--- src/reset_source_pkg.sv ---
package reset_source_pkg;

   // ----------------------------------------
   // Register map
   // ----------------------------------------
   localparam logic [3:0] CAUSE_FLAGS_OFS = 4'h0; // reset_cause_flags
   localparam logic [3:0] CONTROL_OFS = 4'h1; // reset_control

   // ----------------------------------------
   // Field positions
   // ----------------------------------------
   localparam int POWER_ON_BIT = 0;
   localparam int PIN_BIT = 1;
   localparam int BROWNOUT_BIT = 2;
   localparam int WATCHDOG_BIT = 3;
   localparam int DEBUG_BIT = 4;
   localparam int SOFT_BIT = 5;
   localparam int SOFT_REQ_BIT = 0;

   // ----------------------------------------
   // Reset values
   // ----------------------------------------
   localparam logic [5:0] CAUSE_FLAGS_RST = 6'h01;
   localparam logic CONTROL_RST = 1'h0;

   // ----------------------------------------
   // Fuse encodings
   // ----------------------------------------
   localparam logic [1:0] MODE_RESERVED = 2'h0;
   localparam logic [1:0] MODE_SAMPLED = 2'h1;
   localparam logic [1:0] MODE_ENABLED = 2'h2;
   localparam logic [1:0] MODE_DISABLED = 2'h3;
   localparam logic [2:0] LEVEL_LOWEST = 3'h0;
   localparam logic [1:0] DELAY_64K = 2'h0;
   localparam logic [1:0] DELAY_4K = 2'h1;
   localparam logic [1:0] DELAY_SYS_ONLY = 2'h3;
   localparam logic [16:0] ULP_COUNT_64K = 17'h10000;
   localparam logic [16:0] ULP_COUNT_4K = 17'h01000;
   localparam logic [4:0] SYS_COUNT = 5'h18;

   // ----------------------------------------
   // Timing
   // ----------------------------------------
   localparam int CLK_PERIOD_NS = 10;
   localparam int ULP_PERIOD_NS = 1000000;
   localparam int ULP_DIV_CYC = ULP_PERIOD_NS / CLK_PERIOD_NS;
   localparam int OSC2M_PERIOD_NS = 500;
   localparam int OSC2M_DIV_CYC = OSC2M_PERIOD_NS / CLK_PERIOD_NS;
   localparam int T_BOD_NS = 1000;
   localparam int T_BOD_CYC = (T_BOD_NS + CLK_PERIOD_NS - 1) / CLK_PERIOD_NS;
   localparam int T_EXT_NS = 1000;
   localparam int T_EXT_CYC = (T_EXT_NS + CLK_PERIOD_NS - 1) / CLK_PERIOD_NS;

   // ----------------------------------------
   // Fuse bundle
   // ----------------------------------------
   typedef struct packed {
      logic [2:0] brownout_threshold_select;
      logic [1:0] brownout_active_mode_select;
      logic [1:0] brownout_sleep_mode_select;
      logic [1:0] startup_delay_code;
   } fuse_s;

endpackage

--- src/reset_source_controller.sv ---
module reset_source_controller #(
   parameter int ULP_DIV = reset_source_pkg::ULP_DIV_CYC
) (
   input wire logic mclk_in,
   input wire logic rst_n_in,
   // Register port
   input wire logic [3:0] addr_in,
   input wire logic [7:0] wr_data_in,
   input wire logic wr_en_in,
   input wire logic rd_en_in,
   output logic [7:0] rd_data_out,
   // Configuration change protection window open
   input wire logic ccp_unlock_in,
   // Reset sources
   input wire logic supply_below_por_in,
   input wire logic bod_below_in,
   input wire logic pin_reset_n_in,
   input wire logic watchdog_timeout_in,
   input wire logic debug_reset_req_in,
   // Device conditions
   input wire logic debug_enabled_in,
   input wire logic chip_erase_in,
   input wire logic programming_mode_in,
   input wire logic deep_sleep_in,
   input wire reset_source_pkg::fuse_s fuses_in,
   // Results
   output logic device_reset_out,
   output logic cpu_halt_out,
   output logic bod_enable_out,
   output logic [2:0] bod_level_out
);
   import reset_source_pkg::*;

   // ----------------------------------------
   // Declarations
   // ----------------------------------------
   typedef enum logic [1:0] {
      ST_HOLD,
      ST_ULP_WAIT,
      ST_SYS_WAIT,
      ST_RUN
   } seq_state_e;

   logic [16:0] ulp_div_ff, nxt_ulp_div; // ULTRA_LOW_POWER_OSCILLATOR tick divider
   logic [5:0] osc_div_ff, nxt_osc_div; // 2MHz tick divider
   logic ulp_tick; // One pulse per ULTRA_LOW_POWER_OSCILLATOR period
   logic osc_tick; // One pulse per 2MHz period
   logic [7:0] bod_cnt_ff, nxt_bod_cnt; // Brownout low time
   logic [7:0] ext_cnt_ff, nxt_ext_cnt; // Pin low time
   logic bod_rst_ff, nxt_bod_rst; // Brownout source
   logic ext_rst_ff, nxt_ext_rst; // Pin source
   logic [1:0] wdt_cnt_ff, nxt_wdt_cnt; // Watchdog stretch
   logic force_cont_ff, nxt_force_cont; // Sampled fell back
   logic bod_en_ff, nxt_bod_en; // Detector power
   logic [2:0] level_ff, nxt_level; // Latched threshold
   logic [2:0] out_level_ff, nxt_out_level; // Applied level
   logic [1:0] mode; // Decoded detector mode
   logic forced; // Erase or debug override
   logic continuous; // Detector monitoring all the time
   logic wdt_src;
   logic sw_src;
   logic any_src;
   seq_state_e state_ff, nxt_state;
   logic [16:0] seq_cnt_ff, nxt_seq_cnt; // Release countdown
   logic reset_ff, nxt_reset;
   logic [5:0] flags_ff, nxt_flags; // Cause flags
   logic soft_reset_request_ff, nxt_soft_reset_request; // Soft reset request
   logic [7:0] rd_data_ff, nxt_rd_data;

   // ----------------------------------------
   // Clock dividers
   // ----------------------------------------

   // Slow ticks for the ULTRA_LOW_POWER_OSCILLATOR and 2MHz time bases
   always_comb begin
      ulp_tick = (ulp_div_ff == 17'(ULP_DIV - 1));
      osc_tick = (osc_div_ff == 6'(OSC2M_DIV_CYC - 1));
      nxt_ulp_div = ulp_tick ? 17'h0 : ulp_div_ff + 17'h1;
      nxt_osc_div = osc_tick ? 6'h0 : osc_div_ff + 6'h1;
   end

   // Divider registers
   always_ff @(posedge mclk_in or negedge rst_n_in) begin
      if (!rst_n_in) begin
         ulp_div_ff <= 17'h0;
         osc_div_ff <= 6'h0;
      end else begin
         ulp_div_ff <= nxt_ulp_div;
         osc_div_ff <= nxt_osc_div;
      end
   end

   // ----------------------------------------
   // Brownout detector control
   // ----------------------------------------

   // Mode select, override and threshold handling
   always_comb begin
      // Sleep fuse outside active and idle
      mode = deep_sleep_in ? fuses_in.brownout_sleep_mode_select
                           : fuses_in.brownout_active_mode_select;
      // Reserved code behaves as disabled
      if (mode == MODE_RESERVED) begin
         mode = MODE_DISABLED;
      end
      forced = (mode == MODE_DISABLED) &&
               (chip_erase_in || debug_enabled_in);
      continuous = (mode == MODE_ENABLED) || forced ||
                   ((mode == MODE_SAMPLED) && force_cont_ff);
      // Fuse value only loads outside programming mode
      nxt_level = programming_mode_in ? level_ff
                : ~fuses_in.brownout_threshold_select;
      nxt_out_level = forced ? LEVEL_LOWEST : level_ff;
      // Power the detector once per ULTRA_LOW_POWER_OSCILLATOR tick when sampling
      nxt_bod_en = continuous ||
                   ((mode == MODE_SAMPLED) && ulp_tick);
      nxt_force_cont = force_cont_ff;
      if ((mode == MODE_SAMPLED) && bod_en_ff && bod_below_in) begin
         nxt_force_cont = 1'b1;
      end else if (!bod_below_in && !bod_rst_ff) begin
         nxt_force_cont = 1'b0; // Supply back above
      end
      // Low time counted only while monitoring
      nxt_bod_cnt = 8'h0;
      if (continuous && bod_en_ff && bod_below_in) begin
         nxt_bod_cnt = (bod_cnt_ff == 8'(T_BOD_CYC)) ? bod_cnt_ff
                     : bod_cnt_ff + 8'h1;
      end
      // Valid once the dip outlasts the filter
      nxt_bod_rst = (nxt_bod_cnt == 8'(T_BOD_CYC)) ||
                    (bod_rst_ff && bod_below_in);
      if (mode == MODE_DISABLED && !forced) begin
         nxt_bod_rst = 1'b0; // No monitoring
      end
   end

   // Detector registers
   always_ff @(posedge mclk_in or negedge rst_n_in) begin
      if (!rst_n_in) begin
         level_ff <= LEVEL_LOWEST;
         out_level_ff <= LEVEL_LOWEST;
         bod_en_ff <= 1'b0;
         force_cont_ff <= 1'b0;
         bod_cnt_ff <= 8'h0;
         bod_rst_ff <= 1'b0;
      end else begin
         level_ff <= nxt_level;
         out_level_ff <= nxt_out_level;
         bod_en_ff <= nxt_bod_en;
         force_cont_ff <= nxt_force_cont;
         bod_cnt_ff <= nxt_bod_cnt;
         bod_rst_ff <= nxt_bod_rst;
      end
   end

   // ----------------------------------------
   // Pin and watchdog sources
   // ----------------------------------------

   // Pin filter and watchdog pulse stretch
   always_comb begin
      nxt_ext_cnt = 8'h0;
      if (!pin_reset_n_in) begin
         nxt_ext_cnt = (ext_cnt_ff == 8'(T_EXT_CYC)) ? ext_cnt_ff
                     : ext_cnt_ff + 8'h1;
      end
      // Held for as long as the pin stays low
      nxt_ext_rst = (nxt_ext_cnt == 8'(T_EXT_CYC));
      // Ends on the second 2MHz tick after the timeout
      nxt_wdt_cnt = wdt_cnt_ff;
      if (watchdog_timeout_in) begin
         nxt_wdt_cnt = 2'h2;
      end else if (osc_tick && wdt_cnt_ff != 2'h0) begin
         nxt_wdt_cnt = wdt_cnt_ff - 2'h1;
      end
   end

   // Pin and watchdog registers
   always_ff @(posedge mclk_in or negedge rst_n_in) begin
      if (!rst_n_in) begin
         ext_cnt_ff <= 8'h0;
         ext_rst_ff <= 1'b0;
         wdt_cnt_ff <= 2'h0;
      end else begin
         ext_cnt_ff <= nxt_ext_cnt;
         ext_rst_ff <= nxt_ext_rst;
         wdt_cnt_ff <= nxt_wdt_cnt;
      end
   end

   // ----------------------------------------
   // Release sequencer
   // ----------------------------------------

   // Combine sources and time the release
   always_comb begin
      wdt_src = (wdt_cnt_ff != 2'h0);
      sw_src = soft_reset_request_ff;
      any_src = supply_below_por_in || bod_rst_ff || ext_rst_ff ||
                wdt_src || sw_src || debug_reset_req_in;
      nxt_state = state_ff;
      nxt_seq_cnt = seq_cnt_ff;
      if (any_src) begin
         // Any request restarts the whole sequence
         nxt_state = ST_HOLD;
         nxt_seq_cnt = 17'h0;
      end else begin
         unique case (state_ff)
            // All sources released: pick the delay
            ST_HOLD: begin
               if (fuses_in.startup_delay_code == DELAY_64K) begin
                  nxt_state = ST_ULP_WAIT;
                  nxt_seq_cnt = ULP_COUNT_64K;
               end else if (fuses_in.startup_delay_code == DELAY_4K) begin
                  nxt_state = ST_ULP_WAIT;
                  nxt_seq_cnt = ULP_COUNT_4K;
               end else begin
                  nxt_state = ST_SYS_WAIT;
                  nxt_seq_cnt = {12'h0, SYS_COUNT};
               end
            end
            // Count ULTRA_LOW_POWER_OSCILLATOR periods
            ST_ULP_WAIT: begin
               if (ulp_tick) begin
                  nxt_seq_cnt = seq_cnt_ff - 17'h1;
                  if (seq_cnt_ff == 17'h1) begin
                     nxt_state = ST_SYS_WAIT;
                     nxt_seq_cnt = {12'h0, SYS_COUNT};
                  end
               end
            end
            // Count system clocks at 2MHz
            ST_SYS_WAIT: begin
               if (osc_tick) begin
                  nxt_seq_cnt = seq_cnt_ff - 17'h1;
                  if (seq_cnt_ff == 17'h1) begin
                     nxt_state = ST_RUN;
                  end
               end
            end
            // Running
            ST_RUN: begin
               nxt_state = ST_RUN;
            end
         endcase
      end
      nxt_reset = (nxt_state != ST_RUN);
   end

   // Sequencer registers
   always_ff @(posedge mclk_in or negedge rst_n_in) begin
      if (!rst_n_in) begin
         state_ff <= ST_HOLD;
         seq_cnt_ff <= 17'h0;
         reset_ff <= 1'b1;
      end else begin
         state_ff <= nxt_state;
         seq_cnt_ff <= nxt_seq_cnt;
         reset_ff <= nxt_reset;
      end
   end

   // ----------------------------------------
   // Registers
   // ----------------------------------------

   // Flag set and clear, soft request, read data
   always_comb begin
      nxt_flags = flags_ff;
      // Write of one clears; reserved bits 7:6 ignored
      if (wr_en_in && addr_in == CAUSE_FLAGS_OFS) begin
         nxt_flags = flags_ff & ~wr_data_in[5:0];
      end
      // Power-on clears the other flags
      if (supply_below_por_in) begin
         nxt_flags = 6'h0;
      end
      // Sets win over clears
      nxt_flags[POWER_ON_BIT] = nxt_flags[POWER_ON_BIT] |
                                supply_below_por_in;
      nxt_flags[PIN_BIT] = nxt_flags[PIN_BIT] | ext_rst_ff;
      nxt_flags[BROWNOUT_BIT] = nxt_flags[BROWNOUT_BIT] |
                                bod_rst_ff;
      nxt_flags[WATCHDOG_BIT] = nxt_flags[WATCHDOG_BIT] |
                                wdt_src;
      nxt_flags[DEBUG_BIT] = nxt_flags[DEBUG_BIT] |
                             debug_reset_req_in;
      nxt_flags[SOFT_BIT] = nxt_flags[SOFT_BIT] | sw_src;
      // Request self-clears as the reset is issued
      nxt_soft_reset_request = 1'b0;
      if (wr_en_in && addr_in == CONTROL_OFS && ccp_unlock_in &&
          !soft_reset_request_ff) begin
         nxt_soft_reset_request = wr_data_in[SOFT_REQ_BIT];
      end
      // Read data stands one cycle after the strobe
      nxt_rd_data = 8'h0;
      if (rd_en_in) begin
         if (addr_in == CAUSE_FLAGS_OFS) begin
            nxt_rd_data = {2'h0, flags_ff};
         end else if (addr_in == CONTROL_OFS) begin
            nxt_rd_data = {7'h0, soft_reset_request_ff};
         end
      end
   end

   // Register file flops
   always_ff @(posedge mclk_in or negedge rst_n_in) begin
      if (!rst_n_in) begin
         flags_ff <= CAUSE_FLAGS_RST;
         soft_reset_request_ff <= CONTROL_RST;
         rd_data_ff <= 8'h0;
      end else begin
         flags_ff <= nxt_flags;
         soft_reset_request_ff <= nxt_soft_reset_request;
         rd_data_ff <= nxt_rd_data;
      end
   end

   // ----------------------------------------
   // Outputs
   // ----------------------------------------
   assign rd_data_out = rd_data_ff;
   assign device_reset_out = reset_ff;
   assign cpu_halt_out = soft_reset_request_ff;
   assign bod_enable_out = bod_en_ff;
   assign bod_level_out = out_level_ff;

endmodule // reset_source_controller

--- config.mk ---
export PLATFORM = sky130hd
export DESIGN_NAME = reset_source_controller
export DESIGN_NICKNAME = d
export VERILOG_FILES = /design/src/reset_source_pkg.sv /design/src/reset_source_controller.sv
export SDC_FILE = /design/constraint.sdc
export NUM_CORES = 1
export LEC_CHECK = 0
export BUFFER_PORTS_ARGS = -buffer_cell sky130_fd_sc_hd__buf_2
export CELL_PAD_IN_SITES_DETAIL_PLACEMENT = 1
export CELL_PAD_IN_SITES_GLOBAL_PLACEMENT = 2
export CORE_UTILIZATION = 35
export CTS_BUF_LIST = sky130_fd_sc_hd__clkbuf_8
export CTS_CLUSTER_SIZE = 30
export DETAILED_ROUTE_END_ITERATION = 10
export PLACE_DENSITY_LB_ADDON = 0.1
export SYNTH_ARGS = -nofsm -noshare
export SYNTH_HDL_FRONTEND = slang
export SYNTH_SLANG_ARGS = --single-unit
--- constraint.sdc ---
create_clock -name mclk_in -period 2.3 [get_ports mclk_in]
set_clock_uncertainty 0.05 [all_clocks]
set_input_delay 0 -clock mclk_in [delete_from_list [all_inputs] [get_ports mclk_in]]
set_output_delay 0 -clock mclk_in [all_outputs]
set_load 0.03 [all_outputs]
# --- Word level (Yosys, flattened, before mapping) ---
# Cells that the tools add are included.
op_classes:
  n_mux: 35
  n_addsub: 6
  bitwise: 9
  n_reduce_logical: 38
  eq_ne: 18
op_table:
  columns: ["operator", "n"]
  rows:
  - ["17-bit 2-to-1 mux", 6]
  - ["17-bit case mux with 3 select lines", 1]
  - ["8-bit by 7-bit == test with 1-bit output (second input constant)", 4]
  - ["8-bit 2-to-1 mux", 4]
  - ["6-bit 2-to-1 mux", 5]
  - ["2-bit 2-to-1 mux", 11]
  - ["17-bit by 1-bit adder with 17-bit output (second input constant)", 1]
  - ["17-bit by 1-bit == test with 1-bit output (second input constant)", 1]
  - ["17-bit == test (second input constant)", 1]
  - ["17-bit by 1-bit subtractor with 17-bit output (second input constant)", 1]
  - ["8-bit by 1-bit adder with 8-bit output (second input constant)", 2]
  - ["1-bit logical AND", 15]
  - ["13-bit 2-to-1 mux", 1]
  - ["1-bit logical OR", 10]
  - ["2-bit == test (second input constant)", 4]
  - ["2-bit case mux with 4 select lines", 1]
  - ["6-bit by 1-bit adder with 6-bit output (second input constant)", 1]
  - ["6-bit AND", 1]
  - ["2-bit by 1-bit == test with 1-bit output (second input constant)", 3]
  - ["6-bit == test (second input constant)", 1]
  - ["2-bit logical NOT", 3]
  - ["3-bit != test (second input constant)", 2]
  - ["6-bit inverter", 1]
  - ["1-bit OR", 6]
  - ["11 further kinds", 20]
totals:
  output_inout_bits: 14
  register_bits: 86
  in_bits: 35
  elab_cells: 123

# --- Depth between registers and ports, before layout ---
depth:
  ltp_word: 13
  mapped_depth: 9

# --- Least setup slack after synthesis ---
# No wires, ideal clock.
synth_timing:
  path_type: "reg-to-reg"
  startpoint: "register seq_cnt_ff[5]"
  endpoint: "register seq_cnt_ff[4]"
  slack_ps: 62
  n_path_buf: 0
  stages_incl_launch_ff: 7
  arrival_ps: 2113
  period_less_slack_ps: 2238
  path_cell_list: "dfrtp_1 or4_4 nor4b_4 and2_4 nor3b_1 a2111o_1 a21oi_2"
synth_via:
  elab_chain_len: 5
synth_lines:
  columns: ["item", "line", "text"]
  rows:
  - ["from (decl)", "reset_source_controller.sv:64", "logic [16:0] seq_cnt_ff, nxt_seq_cnt;"]
  - ["from (signal assigned)", "reset_source_controller.sv:258", "seq_cnt_ff <= nxt_seq_cnt;"]
  - ["17-bit by 1-bit == test with 1-bit output", "reset_source_controller.sv:226", "if (seq_cnt_ff == 17'h1) begin"]
  - ["17-bit 2-to-1 mux", "reset_source_controller.sv:226", null]
  - ["17-bit 2-to-1 mux", "reset_source_controller.sv:224", "if (ulp_tick) begin"]
  - ["17-bit case mux with 3 select lines", "reset_source_controller.sv:208", "unique case (state_ff)"]
  - ["17-bit 2-to-1 mux", "reset_source_controller.sv:203", "if (any_src) begin"]
# No other way between the ends. The select of a mux whose other input is x is not followed.
# A chain may end at the register's enable or synchronous reset.

# --- Final worst setup path ---
# Same ends and word-level chain as after synthesis.

==> results.json <==
{
  "period_minus_slack_ns": 2.21,
  "fin_crit_sh_pct": 96.0,
  "cts_tree": "built",
  "route.detailed.drc": 0,
  "switchingPower_uw": 707,
  "hold_viol_final": 0,
  "synth_edf_count": 0,
  "cts.root.buffer_cell": "clkbuf_8",
  "reg2reg_slack_ns": 0.09,
  "synth_seq_cells": 84,
  "cp-end-kind": "flop",
  "antenna_found_initial": 0,
  "crit_fanout": 5,
  "die_area_um2": 12700,
  "grt_max_degree": 48,
  "p_leak_nw": 2.57,
  "gp_congestion": 0.773,
  "worstSetupPathDepth": 6,
  "worstSetupEndpoint": "seq_cnt_ff[4]",
  "tightestPinTransition_ns": 0.625,
  "rr_endpoint": "seq_cnt_ff[4]",
  "p_seq_share_pct": 53.0,
  "placed_area_um2": 4900,
  "pwr-share-comb_pct": 8.3,
  "nets": 607,
  "cts_max_level": 3,
  "final_cell_area_um2": 5460,
  "cpPeakStageDelay_ns": 0.59,
  "firstDrtPassIters": 4,
  "clk_pin_slew_ns": 0.09,
  "synth_area_leaders": "dfrtp_1 48%, nor2_1 5.7%, ha_1 4.7%, xor2_1 4.3%, nand2_1 3.1%",
  "ys_warn_count": 0,
  "syn_inst": 446,
  "power-per-cell-area_nw_per_um2": 525,
  "routed_via_density": 5.09,
  "drt-total-wl_mm": 10.9,
  "syn_area_um2": 4300,
  "overflow": 0,
  "grt_pass1_vias": 3881,
  "drive_gt1_share_pct": 21.0,
  "layout_commonest_cell": "dfrtp_1",
  "layout_common_cells": "82 x dfrtp_1, 65 x nor2_1, 43 x buf_2",
  "avgSynthCellArea_um2": 9.64,
  "start_kind": "flop",
  "vias": 3601,
  "p_int_mw": 2.16,
  "clock_path_buffers": 2,
  "cts_made_buffers": 9,
  "rows": 40,
  "critPathBufInv": 0,
  "ys.flop_type": "dfrtp_1",
  "worstSetupPathType": "reg2reg",
  "post-dp-hpwl_mm": 7.91,
  "setup_viol": 0,
  "crit_family": "simple AND/OR/NAND/NOR gates",
  "hold_path_class": "in2reg",
  "r2r-start": "seq_cnt_ff[5]",
  "antenna_left": 0,
  "r2r_cells": 6,
  "power_mw": 2.87,
  "drv_slew": 0,
  "numPlacedInstances": 660,
  "crit_slowest_cell": "or4_4",
  "io_buffers": 44,
  "grt_use_total_pct": 18.6,
  "grt_pass1_wl_mm": 18.6,
  "core-area_um2": 12000,
  "wl_per_cell_um": 15.4,
  "hold_slack_ns": 0.0213,
  "initial_core_util_pct": 35.8,
  "crit_required_ns": 2.55,
  "die_h_um": 113,
  "diodes": 0,
  "path_cells": "or4_4 > nor4b_4 > and2_4 > nor3b_1 > a2111o_1 > a21oi_2",
  "startpoint": "seq_cnt_ff[5]",
  "final_cells": 708,
  "ir_drop_uv": 355,
  "status": "complete, no violations",
  "clkLatencyLatePin_ns": 0.36,
  "area.growth.synth_to_final_pct": 27.0,
  "maxCapViolCount": 0,
  "pin_count": 49,
  "cts_sinks": 84,
  "synth_top_area_cell": "dfrtp_1",
  "yosysTopAreaCellShare_pct": 47.7,
  "swShare_pct": 24.7,
  "max_freq_ghz": 0.453,
  "synth.distinct_cells": 53,
  "yosysSeqAreaShare_pct": 48.9,
  "place_worst_setup_slack_ns": 0.0396,
  "async_flop_share_pct": 100,
  "die_x_um": 113,
  "setup_ws_ns": 0.0914,
  "p_clk_share_pct": 38.7,
  "first_iter_violations": 128,
  "max_slew_margin_pct": 58.3,
  "crit_arrival_ns": 2.46
}
[synth_stat cells (14+ instances only)]
master   number
nand2_1      36
dfrtp_1      82
ha_1         16
nor2_1       65
inv_1        21
a21oi_1      23
xor2_1       21
nor3_1       16
nand3_1      21
o21ai_0      21
xnor2_1      14
[stage by stage]
step | util, % | TNS [ns]
2_1_floorplan | - | 0
3_3_place_gp | 40.8 | 0
3_5_place_dp | 40.8 | 0
4_1_cts | 45.0 | 0
5_1_grt | 45.5 | -0.000775
6_report | 45.5 | 0
[flip-flops by register name, summed over array words and instances (netlist names)]
| signal | count |
|---|---|
| wdt_cnt_ff | 2 |
| bod_level_out | 3 |
| state_ff | 2 |
| cpu_halt_out | 1 |
| ulp_div_ff | 17 |
| bod_cnt_ff | 8 |
| ext_rst_ff | 1 |
| level_ff | 3 |
| seq_cnt_ff | 17 |
| device_reset_out | 1 |
| osc_div_ff | 6 |
| ext_cnt_ff | 8 |
| force_cont_ff | 1 |
| rd_data_out | 6 |
| bod_enable_out | 1 |
| flags_ff | 6 |
| bod_rst_ff | 1 |
[worst reg2reg max path, cell delays in order (launching register included)]
cell,delay [ns]
dfrtp_1,0.40
or4_4,0.59
nor4b_4,0.33
and2_4,0.21
nor3b_1,0.05
a2111o_1,0.40
a21oi_2,0.13
[kinds of logic after synthesis]
kind of cell,count (synthesis),share of synthesized area [%]
DFF,84,48.9
AOI/OAI and AO/OA,72,10.9
xor gates and xnor gates,35,7.13
muxes,8,1.86
other,1,0.0872
and+or+nand+nor,200,23.6
buffers and inverters,30,2.79
adders and majority gates,16,4.65
[how the worst min path moves through the flow]
stage | from | endpoint | slack (ns) | depth (start not counted)
floorplan | rst_n_in | bod_cnt_ff[0] | -0.35 | 0
finish | addr_in[0] | rd_data_out[3] | 0.02 | 3
global route | addr_in[0] | rd_data_out[3] | 0.05 | 3
detailed placement | rst_n_in | ulp_div_ff[0] | 0.01 | 1
global placement | rst_n_in | ulp_div_ff[0] | 0.006 | 1
CTS | addr_in[0] | rd_data_out[3] | 0.005 | 3
[metal layers]
layer	global-route usage, %	wire (µm)	vias to the layer above
met4	6.75	150	0
met2	30.0	5030	59
met5	0	0	-
li1	-	-	1767
met3	3.64	367	10
met1	24.8	5340	1765
[repair_timing]
item	CTS	global route
endpoints found under the hold margin	75	0
resized for setup	1	8
hold buffers	29	0
setup buffers	0	3
pin swaps	0	3
endpoints found under the setup margin	2	10
[power by group through the flow]
stage          clock (mW)  sequential (mW)  combinational [mW]
2_1_floorplan           0             1.57              0.0772
3_3_place_gp            0             1.55               0.198
3_5_place_dp            0             1.55               0.203
4_1_cts              1.15             1.52               0.241
5_1_grt              1.20             1.53               0.267
6_report             1.11             1.52               0.237
[final cells by class]
cell class,count,area (µm²)
Fill cell,1396,6550
Multi-Input combinational cell,333,2120
Sequential cell,84,2100
Timing Repair Buffer,107,768
Tap cell,147,184
Clock buffer,11,151
Inverter,21,78.8
Clock inverter,5,51.3
(Power assumes the default switching activity.)
